<file path="src/logic/cise_pkg.sv">
// Constants for the instruction subset execute core
package cise_pkg;
    localparam int ACC_W = 8;
    localparam int PC_W = 12;
    localparam int FA_W = 7;
    localparam int SR_W = 6;
    localparam int OP_W = 14;
    localparam int STK_DEPTH = 8;
    localparam int STK_PTR_W = 3;
    localparam logic [7:0] ACC_RESET = 8'h00;
    localparam logic [11:0] PC_RESET = 12'h000;
    localparam logic [5:0] OP_DEC = 6'h03;
    localparam logic [5:0] OP_DECSZ = 6'h0b;
    localparam logic [5:0] OP_INC = 6'h0a;
    localparam logic [5:0] OP_INCSZ = 6'h0f;
    localparam logic [5:0] OP_ORF = 6'h04;
    localparam logic [5:0] OP_MOVF = 6'h08;
    localparam logic [5:0] OP_ORL = 6'h1a;
    localparam logic [5:0] OP_MOVL = 6'h19;
    localparam logic [5:0] OP_SYS = 6'h00;
    localparam logic [1:0] OP_JUMP = 2'h3;
    localparam logic [1:0] OP_CALL = 2'h2;
    localparam logic [13:0] OP_NOP = 14'h0000;
    localparam logic [13:0] OP_RET = 14'h0040;
    localparam logic [13:0] OP_INTERRUPT_RETURN = 14'h0060;
    localparam int DEST_BIT = 7;
    localparam int STORE_BIT = 7;
endpackage

</file>
<file path="src/logic/cise_core.sv">
// Decode and execute core for the instruction subset
`timescale 1ns/1ps
`default_nettype none
module cise_core (
    input wire logic i_clk,
    input wire logic i_reset,
    input wire logic [13:0] i_instr,
    input wire logic [7:0] i_file_rdata,
    output logic [11:0] o_program_counter,
    output logic [6:0] o_file_addr,
    output logic [7:0] o_file_wdata,
    output logic o_file_we,
    output logic [5:0] o_special_addr,
    output logic [7:0] o_special_wdata,
    output logic o_special_we,
    output logic [7:0] o_acc,
    output logic o_zero_flag,
    output logic o_global_irq_enable
);
    // Two-cycle instructions flush the fetched word in the second cycle
    logic [11:0] pc_reg, pc_next;
    logic [7:0] acc_reg, acc_next;
    logic zero_reg, zero_next;
    logic gie_reg, gie_next;
    logic flush_reg, flush_next;
    // Set for branches: the flushed cycle keeps pc on the target word
    logic hold_reg, hold_next;
    logic [2:0] sp_reg, sp_next;
    logic [11:0] stack_reg [cise_pkg::STK_DEPTH];
    logic push;
    logic [11:0] top_entry;
    logic [6:0] fa_reg, fa_next;
    logic [7:0] fw_reg, fw_next;
    logic fwe_reg, fwe_next;
    logic [5:0] sa_reg, sa_next;
    logic swe_reg, swe_next;

    logic [5:0] op6;
    logic [6:0] faddr;
    logic [7:0] lit;
    logic dest;
    logic [7:0] res;
    logic route;

    assign op6 = i_instr[13:8];
    assign faddr = i_instr[6:0];
    assign lit = i_instr[7:0];
    assign dest = i_instr[cise_pkg::DEST_BIT];
    assign top_entry = stack_reg[sp_reg - 3'h1];

    always_comb begin
        pc_next = pc_reg + 12'h001;
        acc_next = acc_reg;
        zero_next = zero_reg;
        gie_next = gie_reg;
        flush_next = 1'b0;
        hold_next = 1'b0;
        sp_next = sp_reg;
        push = 1'b0;
        fa_next = faddr;
        fw_next = fw_reg;
        fwe_next = 1'b0;
        sa_next = sa_reg;
        swe_next = 1'b0;
        res = 8'h00;
        route = 1'b0;
        if (flush_reg) begin
            // Discarded word executes as a no-op
            if (hold_reg) begin
                // Target word is fetched again, so it is not lost
                pc_next = pc_reg;
            end
        end else if (i_instr[13:12] == cise_pkg::OP_JUMP) begin
            pc_next = i_instr[11:0];
            flush_next = 1'b1;
            hold_next = 1'b1;
        end else if (i_instr[13:12] == cise_pkg::OP_CALL) begin
            push = 1'b1;
            sp_next = sp_reg + 3'h1;
            pc_next = i_instr[11:0];
            flush_next = 1'b1;
            hold_next = 1'b1;
        end else begin
            unique case (op6)
                cise_pkg::OP_DEC: begin
                    res = i_file_rdata - 8'h01;
                    zero_next = (res == 8'h00);
                    route = 1'b1;
                end
                cise_pkg::OP_DECSZ: begin
                    res = i_file_rdata - 8'h01;
                    route = 1'b1;
                    flush_next = (res == 8'h00);
                end
                cise_pkg::OP_INC: begin
                    res = i_file_rdata + 8'h01;
                    zero_next = (res == 8'h00);
                    route = 1'b1;
                end
                cise_pkg::OP_INCSZ: begin
                    res = i_file_rdata + 8'h01;
                    route = 1'b1;
                    flush_next = (res == 8'h00);
                end
                cise_pkg::OP_ORF: begin
                    res = acc_reg | i_file_rdata;
                    zero_next = (res == 8'h00);
                    route = 1'b1;
                end
                cise_pkg::OP_MOVF: begin
                    if (!i_instr[cise_pkg::STORE_BIT]) begin
                        acc_next = i_file_rdata;
                    end
                end
                cise_pkg::OP_ORL: begin
                    acc_next = acc_reg | lit;
                    zero_next = ((acc_reg | lit) == 8'h00);
                end
                cise_pkg::OP_MOVL: begin
                    acc_next = lit;
                end
                cise_pkg::OP_SYS: begin
                    if (i_instr[cise_pkg::STORE_BIT]) begin
                        fw_next = acc_reg;
                        fwe_next = 1'b1;
                    end else if (i_instr == cise_pkg::OP_RET) begin
                        sp_next = sp_reg - 3'h1;
                        pc_next = top_entry;
                        flush_next = 1'b1;
                        hold_next = 1'b1;
                    end else if (i_instr == cise_pkg::OP_INTERRUPT_RETURN) begin
                        sp_next = sp_reg - 3'h1;
                        pc_next = top_entry;
                        gie_next = 1'b1;
                        flush_next = 1'b1;
                        hold_next = 1'b1;
                    end else if (i_instr == cise_pkg::OP_NOP) begin
                        // Idle cycle
                    end else if (i_instr[7:6] == 2'h0) begin
                        sa_next = i_instr[5:0];
                        fw_next = acc_reg;
                        swe_next = 1'b1;
                    end
                end
                default: begin
                    // Opcodes outside this subset advance only
                end
            endcase
            if (route) begin
                if (dest) begin
                    fw_next = res;
                    fwe_next = 1'b1;
                end else begin
                    acc_next = res;
                end
            end
        end
    end

    always_ff @(posedge i_clk) begin
        if (i_reset) begin
            pc_reg <= cise_pkg::PC_RESET;
            acc_reg <= cise_pkg::ACC_RESET;
            zero_reg <= 1'b0;
            gie_reg <= 1'b0;
            flush_reg <= 1'b0;
            hold_reg <= 1'b0;
            sp_reg <= 3'h0;
            fa_reg <= 7'h00;
            fw_reg <= 8'h00;
            fwe_reg <= 1'b0;
            sa_reg <= 6'h00;
            swe_reg <= 1'b0;
        end else begin
            pc_reg <= pc_next;
            acc_reg <= acc_next;
            zero_reg <= zero_next;
            gie_reg <= gie_next;
            flush_reg <= flush_next;
            hold_reg <= hold_next;
            sp_reg <= sp_next;
            fa_reg <= fa_next;
            fw_reg <= fw_next;
            fwe_reg <= fwe_next;
            sa_reg <= sa_next;
            swe_reg <= swe_next;
        end
    end

    // Stack wraps silently when overfilled, as on the small cores
    always_ff @(posedge i_clk) begin
        if (push) begin
            stack_reg[sp_reg] <= pc_reg + 12'h001;
        end
    end

    assign o_program_counter = pc_reg;
    assign o_file_addr = fa_reg;
    assign o_file_wdata = fw_reg;
    assign o_file_we = fwe_reg;
    assign o_special_addr = sa_reg;
    assign o_special_wdata = fw_reg;
    assign o_special_we = swe_reg;
    assign o_acc = acc_reg;
    assign o_zero_flag = zero_reg;
    assign o_global_irq_enable = gie_reg;

    wire exe = !flush_reg;

    chk_jump_target: assert property (@(posedge i_clk) disable iff (i_reset)
        exe && i_instr[13:12] == 2'h3 |=> flush_reg
        && pc_reg == $past(i_instr[11:0]) ##1 $stable(pc_reg))
        else $error("jump target or flush wrong");
    chk_dec_zero: assert property (@(posedge i_clk) disable iff (i_reset)
        exe && op6 == 6'h03 |=> zero_reg == ($past(i_file_rdata) == 8'h01))
        else $error("decrement zero flag wrong");
    chk_skip_flags: assert property (@(posedge i_clk) disable iff (i_reset)
        exe && (op6 == 6'h0b || op6 == 6'h0f) |=> $stable(zero_reg))
        else $error("skip instruction changed flag");
    chk_skip_flush: assert property (@(posedge i_clk) disable iff (i_reset)
        exe && op6 == 6'h0f && i_file_rdata == 8'hff |=> flush_reg)
        else $error("increment skip did not skip");
    chk_inc_route: assert property (@(posedge i_clk) disable iff (i_reset)
        exe && op6 == 6'h0a && i_instr[7] |=> o_file_we
        && o_file_wdata == $past(i_file_rdata) + 8'h01)
        else $error("increment write-back wrong");
    chk_orl_acc: assert property (@(posedge i_clk) disable iff (i_reset)
        exe && op6 == 6'h1a |=> acc_reg == ($past(acc_reg) | $past(lit)))
        else $error("or literal wrong");
    chk_movl_acc: assert property (@(posedge i_clk) disable iff (i_reset)
        exe && op6 == 6'h19 |=> acc_reg == $past(lit) && $stable(zero_reg))
        else $error("load literal wrong");
    chk_interrupt_return_gie: assert property (@(posedge i_clk) disable iff (i_reset)
        exe && i_instr == 14'h0060 |=> gie_reg && flush_reg)
        else $error("interrupt return wrong");
    chk_call_ret: assert property (@(posedge i_clk) disable iff (i_reset)
        exe && i_instr[13:12] == 2'h2 ##2 exe && i_instr == 14'h0040
        |=> pc_reg == $past(pc_reg, 3) + 12'h001)
        else $error("return address wrong");
    cov_jump: cover property (@(posedge i_clk) exe && i_instr[13:12] == 2'h3);
    cov_skip: cover property (@(posedge i_clk) exe && op6 == 6'h0b
        ##1 flush_reg);
    cov_ret: cover property (@(posedge i_clk) exe && i_instr == 14'h0040);
    cov_interrupt_return: cover property (@(posedge i_clk) exe && i_instr == 14'h0060);
    cov_inc_skip: cover property (@(posedge i_clk) exe && op6 == 6'h0f
        ##1 flush_reg);

    // Result routing, write-back, skip, flag and flow checks
    chk_route_acc: assert property (@(posedge i_clk) disable iff (i_reset)
        exe && op6 == 6'h03 && !i_instr[7]
        |=> acc_reg == $past(i_file_rdata) - 8'h01 && !fwe_reg)
        else $error("decrement to accumulator wrong");
    chk_route_file: assert property (@(posedge i_clk) disable iff (i_reset)
        exe && op6 == 6'h04 && i_instr[7] |=> fwe_reg
        && fw_reg == ($past(acc_reg) | $past(i_file_rdata))
        && $stable(acc_reg))
        else $error("or to file wrong");
    chk_write_addr: assert property (@(posedge i_clk) disable iff (i_reset)
        fwe_reg |-> fa_reg == $past(i_instr[6:0]))
        else $error("write address wrong");
    chk_decsz_skip: assert property (@(posedge i_clk) disable iff (i_reset)
        exe && op6 == 6'h0b && i_file_rdata == 8'h01
        |=> flush_reg && !hold_reg)
        else $error("decrement skip did not skip");
    chk_decsz_keep: assert property (@(posedge i_clk) disable iff (i_reset)
        exe && op6 == 6'h0b && i_file_rdata != 8'h01 |=> !flush_reg)
        else $error("decrement skip skipped wrongly");
    chk_decsz_route: assert property (@(posedge i_clk) disable iff (i_reset)
        exe && op6 == 6'h0b && i_instr[7] |=> fwe_reg
        && fw_reg == $past(i_file_rdata) - 8'h01)
        else $error("decrement skip write-back wrong");
    chk_flush_idle: assert property (@(posedge i_clk) disable iff (i_reset)
        flush_reg |=> $stable(acc_reg) && !fwe_reg && !swe_reg)
        else $error("discarded word had an effect");
    chk_jump_flags: assert property (@(posedge i_clk) disable iff (i_reset)
        exe && i_instr[13:12] == 2'h3 |=> $stable(zero_reg)
        && $stable(acc_reg))
        else $error("jump changed state");
    chk_inc_zero: assert property (@(posedge i_clk) disable iff (i_reset)
        exe && op6 == 6'h0a |=> zero_reg == ($past(i_file_rdata) == 8'hff))
        else $error("increment zero flag wrong");
    chk_incsz_keep: assert property (@(posedge i_clk) disable iff (i_reset)
        exe && op6 == 6'h0f && i_file_rdata != 8'hff |=> !flush_reg)
        else $error("increment skip skipped wrongly");
    chk_incsz_route: assert property (@(posedge i_clk) disable iff (i_reset)
        exe && op6 == 6'h0f && !i_instr[7]
        |=> acc_reg == $past(i_file_rdata) + 8'h01)
        else $error("increment skip result wrong");
    chk_orl_zero: assert property (@(posedge i_clk) disable iff (i_reset)
        exe && op6 == 6'h1a
        |=> zero_reg == (($past(acc_reg) | $past(lit)) == 8'h00))
        else $error("or literal zero flag wrong");
    chk_orf_zero: assert property (@(posedge i_clk) disable iff (i_reset)
        exe && op6 == 6'h04
        |=> zero_reg == (($past(acc_reg) | $past(i_file_rdata)) == 8'h00))
        else $error("or file zero flag wrong");
    chk_movf_acc: assert property (@(posedge i_clk) disable iff (i_reset)
        exe && op6 == 6'h08 && !i_instr[7]
        |=> acc_reg == $past(i_file_rdata) && $stable(zero_reg))
        else $error("load file wrong");
    chk_store_file: assert property (@(posedge i_clk) disable iff (i_reset)
        exe && op6 == 6'h00 && i_instr[7]
        |=> fwe_reg && fw_reg == $past(acc_reg))
        else $error("store to file wrong");
    chk_special_wr: assert property (@(posedge i_clk) disable iff (i_reset)
        exe && i_instr[13:6] == 8'h00 && i_instr[5:0] != 6'h00
        |=> swe_reg && sa_reg == $past(i_instr[5:0])
        && fw_reg == $past(acc_reg))
        else $error("store to special register wrong");
    chk_nop_idle: assert property (@(posedge i_clk) disable iff (i_reset)
        exe && i_instr == 14'h0000 |=> $stable(acc_reg) && !fwe_reg
        && !swe_reg && pc_reg == $past(pc_reg) + 12'h001)
        else $error("no-op had an effect");
    chk_ret_two: assert property (@(posedge i_clk) disable iff (i_reset)
        exe && i_instr == 14'h0040 |=> flush_reg && hold_reg
        && sp_reg == $past(sp_reg) - 3'h1 ##1 $stable(pc_reg))
        else $error("return timing wrong");
    chk_ret_target: assert property (@(posedge i_clk) disable iff (i_reset)
        exe && i_instr == 14'h0040 |=> pc_reg == $past(top_entry))
        else $error("return target wrong");
    chk_interrupt_return_target: assert property (@(posedge i_clk) disable iff (i_reset)
        exe && i_instr == 14'h0060 |=> pc_reg == $past(top_entry))
        else $error("interrupt return target wrong");
    chk_call_push: assert property (@(posedge i_clk) disable iff (i_reset)
        exe && i_instr[13:12] == 2'h2 |=> sp_reg == $past(sp_reg) + 3'h1
        && pc_reg == $past(i_instr[11:0]))
        else $error("call push wrong");
endmodule
`default_nettype wire

</file>
<file path="config.mk">
export PLATFORM = sky130hd
export DESIGN_NAME = cise_core
export DESIGN_NICKNAME = d
export VERILOG_FILES = /design/src/logic/cise_pkg.sv /design/src/logic/cise_core.sv
export SDC_FILE = /design/constraint.sdc
export NUM_CORES = 1
export LEC_CHECK = 0
export BUFFER_PORTS_ARGS = -buffer_cell sky130_fd_sc_hd__buf_2
export CORE_ASPECT_RATIO = 0.5
export CORE_MARGIN = 2
export CORE_UTILIZATION = 60
export CTS_BUF_LIST = sky130_fd_sc_hd__clkbuf_8 sky130_fd_sc_hd__clkbuf_16
export DETAILED_ROUTE_END_ITERATION = 10
export GPL_TIMING_DRIVEN = 0
export PLACE_DENSITY = 0.81
export SETUP_SLACK_MARGIN = 0.3
export SYNTH_ARGS = -nofsm -noshare
export SYNTH_HDL_FRONTEND = slang
export SYNTH_SLANG_ARGS = --single-unit
</file>
<file path="constraint.sdc">
create_clock -name i_clk -period 8 [get_ports i_clk]
set_input_delay 0 -clock i_clk [delete_from_list [all_inputs] [get_ports i_clk]]
set_output_delay 0 -clock i_clk [all_outputs]
set_load 0.02 [all_outputs]
</file>
Word level (Yosys, flattened, before mapping)
Memories as Yosys holds them, arrays and structs flattened.
Index checks and enable logic that the tools add are counted.
- flip-flop bits (word level): 50
- bits in writable memories: 96
- bits of input ports: 24
- output and inout bits: 53
- logic and storage cells: 113
- memories: 1
- $add $sub $neg: 5
- equal/unequal tests: 14
- multiplexer cells: 50
- bitwise gates (word level): 10
- reduce and logical (&&, ||, !) cells: 21
- memories (name ; depth ; width ; rd ports ; clocked after memory_dff ; wr ports ; RTL line ; RTL):
    stack_reg ; 8 ; 12 ; 1 ; 0 ; 1 ; cise_core.sv:29 ; logic [11:0] stack_reg [cise_pkg::STK_DEPTH];
- operators by type and width (cell ; count):
    $mux 12 ; 8
    $mux 8 ; 11
    $pmux 8 s3 ; 2
    $logic_not 8->1 ; 4
    $eq 14x7->1 const B ; 2
    $eq 6x4->1 const B ; 4
    $mux 1 ; 22
    $or 8x8->8 ; 2
    $mux 3 ; 5
    $logic_not 14->1 ; 1
    $add 12x1->12 const B ; 1
    $eq 6x5->1 const B ; 2
    $reduce_and 9->1 ; 1
    $reduce_or 9->1 ; 1
    $add 8x1->8 const B ; 1
    $not 1->1 ; 8
    $sub 8x1->8 const B ; 1
    $reduce_and 7->1 ; 1
    $eq 6x2->1 const B ; 1
    $eq 6x3->1 const B ; 1
    $logic_not 6->1 ; 1
    $reduce_or 2->1 ; 3
    $reduce_and 5->1 ; 1
    $reduce_or 5->1 ; 1
    14 further kinds ; 15

Longest topological paths before layout
- depth after elaboration: 9
- gate-level depth with buffers: 11
- depth with buffers taken out: 8

Least setup slack after synthesis
Ideal clock, no wire load.
- path type: reg-to-reg
- start point: reg sp_reg[0]
- end point: reg pc_reg[5] (netlist: o_program_counter[5])
- library setup time: 0.132 ns
- data arrival time: 2.607 ns
- required time: 7.868 ns
- path slack: 5.261 ns
- stages on the path, launching flop included: 11
- buffers on the path: 4
- clock period less this slack: 2.739 ns
- cell sequence: dfxtp_1 buf_2 buf_2 inv_1 ha_1 clkbuf_1 buf_1 mux4_2 mux2_2 a22oi_1 a21oi_1
- word-level cells in the longest chain between the ends: 9
- RTL lines (item ; RTL line ; RTL):
    from (decl) ; cise_core.sv:28 ; logic [2:0] sp_reg, sp_next;
    from (signal assigned) ; cise_core.sv:181 ; sp_reg <= sp_next;
    $sub 3x1->3 (*) ; cise_core.sv:49 ; assign top_entry = stack_reg[sp_reg - 3'h1];
    $mem_v2 8x12 (*) ; -- ;
    $mux 12 ; cise_core.sv:131 ; end else if (i_instr == cise_pkg::OP_INTERRUPT_RETURN) begin
    $mux 12 (*) ; cise_core.sv:126 ; end else if (i_instr == cise_pkg::OP_RET) begin
    $mux 12 (*) ; cise_core.sv:123 ; if (i_instr[cise_pkg::STORE_BIT]) begin
    $mux 12 (*) ; cise_core.sv:84 ; unique case (op6)
    $mux 12 (*) ; cise_core.sv:77 ; end else if (i_instr[13:12] == cise_pkg::OP_CALL) begin
    $mux 12 (*) ; cise_core.sv:73 ; end else if (i_instr[13:12] == cise_pkg::OP_JUMP) begin
    $mux 12 (*) ; cise_core.sv:67 ; if (flush_reg) begin
    to (signal assigned) ; cise_core.sv:162 ; pc_reg <= cise_pkg::PC_RESET;
    to (signal assigned) ; cise_core.sv:175 ; pc_reg <= pc_next;
    to (decl) ; cise_core.sv:21 ; logic [11:0] pc_reg, pc_next;
Every way passes the cells marked *; elsewhere a longest branch is shown, timed or not.
A chain may end at the register's enable or synchronous reset.

Worst setup path after layout
- start point: reg sp_reg[0]
- end point: reg pc_reg[0] (netlist: o_program_counter[0])
Same word-level chain as after synthesis.

==> impl_results.md <==
* Actual slew at the worst max-slew pin at 1380 ps
* Row cnt at 28
* Max-slew violations at 0
* Largest register FFs at 96
* EDFF count, synth at 96
* R2r endpoint: o_program_counter[0]
* Share of cells above drive strength 1 at 21.5%
* Placer Congestion at 0.905
* CP arrival at 4030 ps
* Max Cap Viol at 0
* PostCTS Resize Cnt at 0
* Core Region at 0.0118 mm2
* Yosys warnings at 0
* Largest area contributor in the netlist: edfxtp_1
* Tot Pwr at 1.82 mW
* Pin count of the biggest net entering global routing at 17
* Routed vias at 6148
* Finished Layout Cells at 917
* Critical path class: flip-flop to flip-flop
* First-pass GRT wire length at 31500 um
* PortBufs at 73
* Effective utilization at floorplan at 61.6%
* Critical path endpoint category: flip-flop
* Clock latency on the worst-skew pair at 440 ps
* Number of unique standard cell types used by synthesis at 70
* Status: completed
* Setup crit start: sp_reg[0]
* Post-synth ARST share at 0%
* Clock Path Buffers at 2
* Io pins at 77
* DP Area at 0.00787 mm2
* Final Critical Period at 3710 ps
* Leak pwr at 3.15 nW
* Reg power frac at 46.2%
* CP required at 8320 ps
* Most frequent cell after synthesis: edfxtp_1
* DR vias/cell at 6.70
* Setup WS post-layout at 4290 ps
* Post-route clock skew at 11.1 ps
* Clock tree from TritonCTS: done
* Fmax at 270 MHz
* H-tree Lvls at 4
* Post-route DRC at 0
* Register bit total from synthesis at 146
* RSZ-0062 raised after global routing: no
* Critical path launch point type: flip-flop
* Mapped Avg Cell Area at 11.4 um2
* Logic pwr share at 11.8%
* CTS Sinks at 146
* Place WS at 4520 ps
* HP Class: input port to flip-flop
* Antenna violations before repair at 0
* Total Routing Usage GR at 32.6%
* Setup TNS at 0 ps
* NumNets Final at 770
* Synth Instances at 635
* Period utilization at 46.3%
* Setup Buffers After CTS at 0
* Fin. Hold Viols at 0
* Synth Cell Area at 0.00727 mm2
* Switching Power at 510 uW
* Register area at 0.00388 mm2
* Setup Viol. Count Final at 0
* Routed wire length at 20700 um
* Clk pwr share at 42.1%
* 1st-pass router iterations at 8
* Crit-path max FO at 10
* Reg2reg setup slack at 4290 ps
* Worst-path clk slew at 60 ps
* Number of global-route vias before repair at 5748
* Slew headroom at 7.68%
* Placed Cells incl. Taps at 875
* Layout area overhead at 17.3%
* P_int at 1.31 mW
* Number of DRC markers in iteration 0 at 832
* CTS Buf Count at 17
* Top_reg_cell synth: edfxtp_1
* PD cells at 213 mW/mm2
* Post-DRT Antenna Nets at 0
* DIE AREA at 0.0131 mm2
* Number of diodes at 0
* Switching part of the total at 28.0%
* R2r startpoint: sp_reg[0]
* VDD IR max at 0.129 mV
* Post-synth top area share at 39.7%
* Number of fill cells in the layout at 813
* HPWL Detailed at 13200 um
* Final core occ at 72.2%
* Die width at 160 um
* Syn nets at 666
* Synth top cells by count: edfxtp_1 (96), nor2_1 (51), dfxtp_1 (50)
* Die Span Y at 81.8 um
* FF-to-FF path depth at 10
* CP endpoint: o_program_counter[0]
* CTS Root Cell: clkbuf_16
* Multi-input logic area at 0.00310 mm2
* Min Hold Slack at 45.4 ps
* Register area share after synthesis at 53.4%
* Layout Cell Area excl Fill at 0.00853 mm2
* GR Overflow Total at 0
* Wirelength per Cell at 22.6 um
* Synth top area cells: edfxtp_1 (40%), dfxtp_1 (14%), mux4_2 (7.4%)
-- power groups by stage --
stage | registers (mW) | clock network (mW) | logic (mW)
floorplan | 0.861 | 0 | 0.126
global placement | 0.854 | 0 | 0.193
detailed placement | 0.855 | 0 | 0.200
CTS | 0.839 | 0.759 | 0.209
global route | 0.840 | 0.791 | 0.229
finish | 0.840 | 0.765 | 0.214
-- metal layers --
metal | wire length, um | up-vias | global-route usage [%]
li1 | - | 2623 | -
met1 | 7930 | 2917 | 41.5
met2 | 9480 | 505 | 52.4
met3 | 2400 | 103 | 8.33
met4 | 897 | 0 | 18.2
met5 | 0 | - | 0
-- final cells by class --
class | instances | area share (%)
plain buffers | 53 | 2.86
clock inverters | 15 | 1.50
flip-flops and latches | 146 | 45.6
multi-input cells | 423 | 36.4
repair buffers | 85 | 5.72
clock buffers | 17 | 4.99
well taps | 165 | 2.42
inverters | 13 | 0.572
-- cell families (layout without fill, tap and decap cells) --
kind of cell	Yosys count	count (layout)	share of synthesized area, %
AND/OR/NAND/NOR	213	213	15.4
flip-flops	146	146	53.4
AO/OA/AOI/OAI	133	133	12.5
buffers and inverters	66	183	4.03
multiplexers	45	45	10.4
XOR/XNOR	25	25	3.01
adder cells (fa/ha/maj)	7	7	1.20
-- placed cells by master, fill, tap and decap left out, types with 5 or more instances in the layout --
cell,n
edfxtp_1,96
buf_2,79
nor2_1,51
dfxtp_1,50
nand2_1,46
clkbuf_1,35
o21ai_0,26
a21oi_1,25
mux4_2,24
nor3_1,23
mux2i_1,18
clkbuf_16,17
xnor2_1,14
inv_1,14
nor2b_1,12
xor2_1,11
nand3_1,11
a211oi_1,10
nand2b_1,10
a31oi_1,10
dlygate4sd3_1,10
buf_4,8
nor4_1,7
o211ai_1,7
ha_1,7
a22oi_1,6
nand4_1,6
nor3b_1,5
nand3b_1,5
and3_1,5
or2_2,5
-- how the worst min path moves through the flow --
stage	from	endpoint	cells past startpoint
global route	i_instr[8]	o_special_we	5
global placement	i_instr[2]	o_file_addr[2]	2
CTS	i_instr[13]	o_special_we	5
floorplan	i_instr[0]	o_file_addr[0]	1
detailed placement	i_instr[2]	o_file_addr[2]	2
finish	i_instr[13]	o_special_we	5
-- worst max-delay path: stages, from the launching register on --
cell,delay (ps)
dfxtp_1,330
buf_2,320
buf_2,390
inv_1,140
ha_1,310
clkbuf_1,350
buf_1,640
mux4_2,410
mux2i_1,320
a211oi_1,150
a32o_1,220
-- what timing repair did --
| item | 4_1_cts | 5_1_grt |
|---|---|---|
| endpoints found under the setup margin | 0 | 0 |
| hold buffers | 10 | 0 |
| endpoints found under the hold margin | 17 | 0 |
Note: power is estimated with default switching activity, not from simulation.
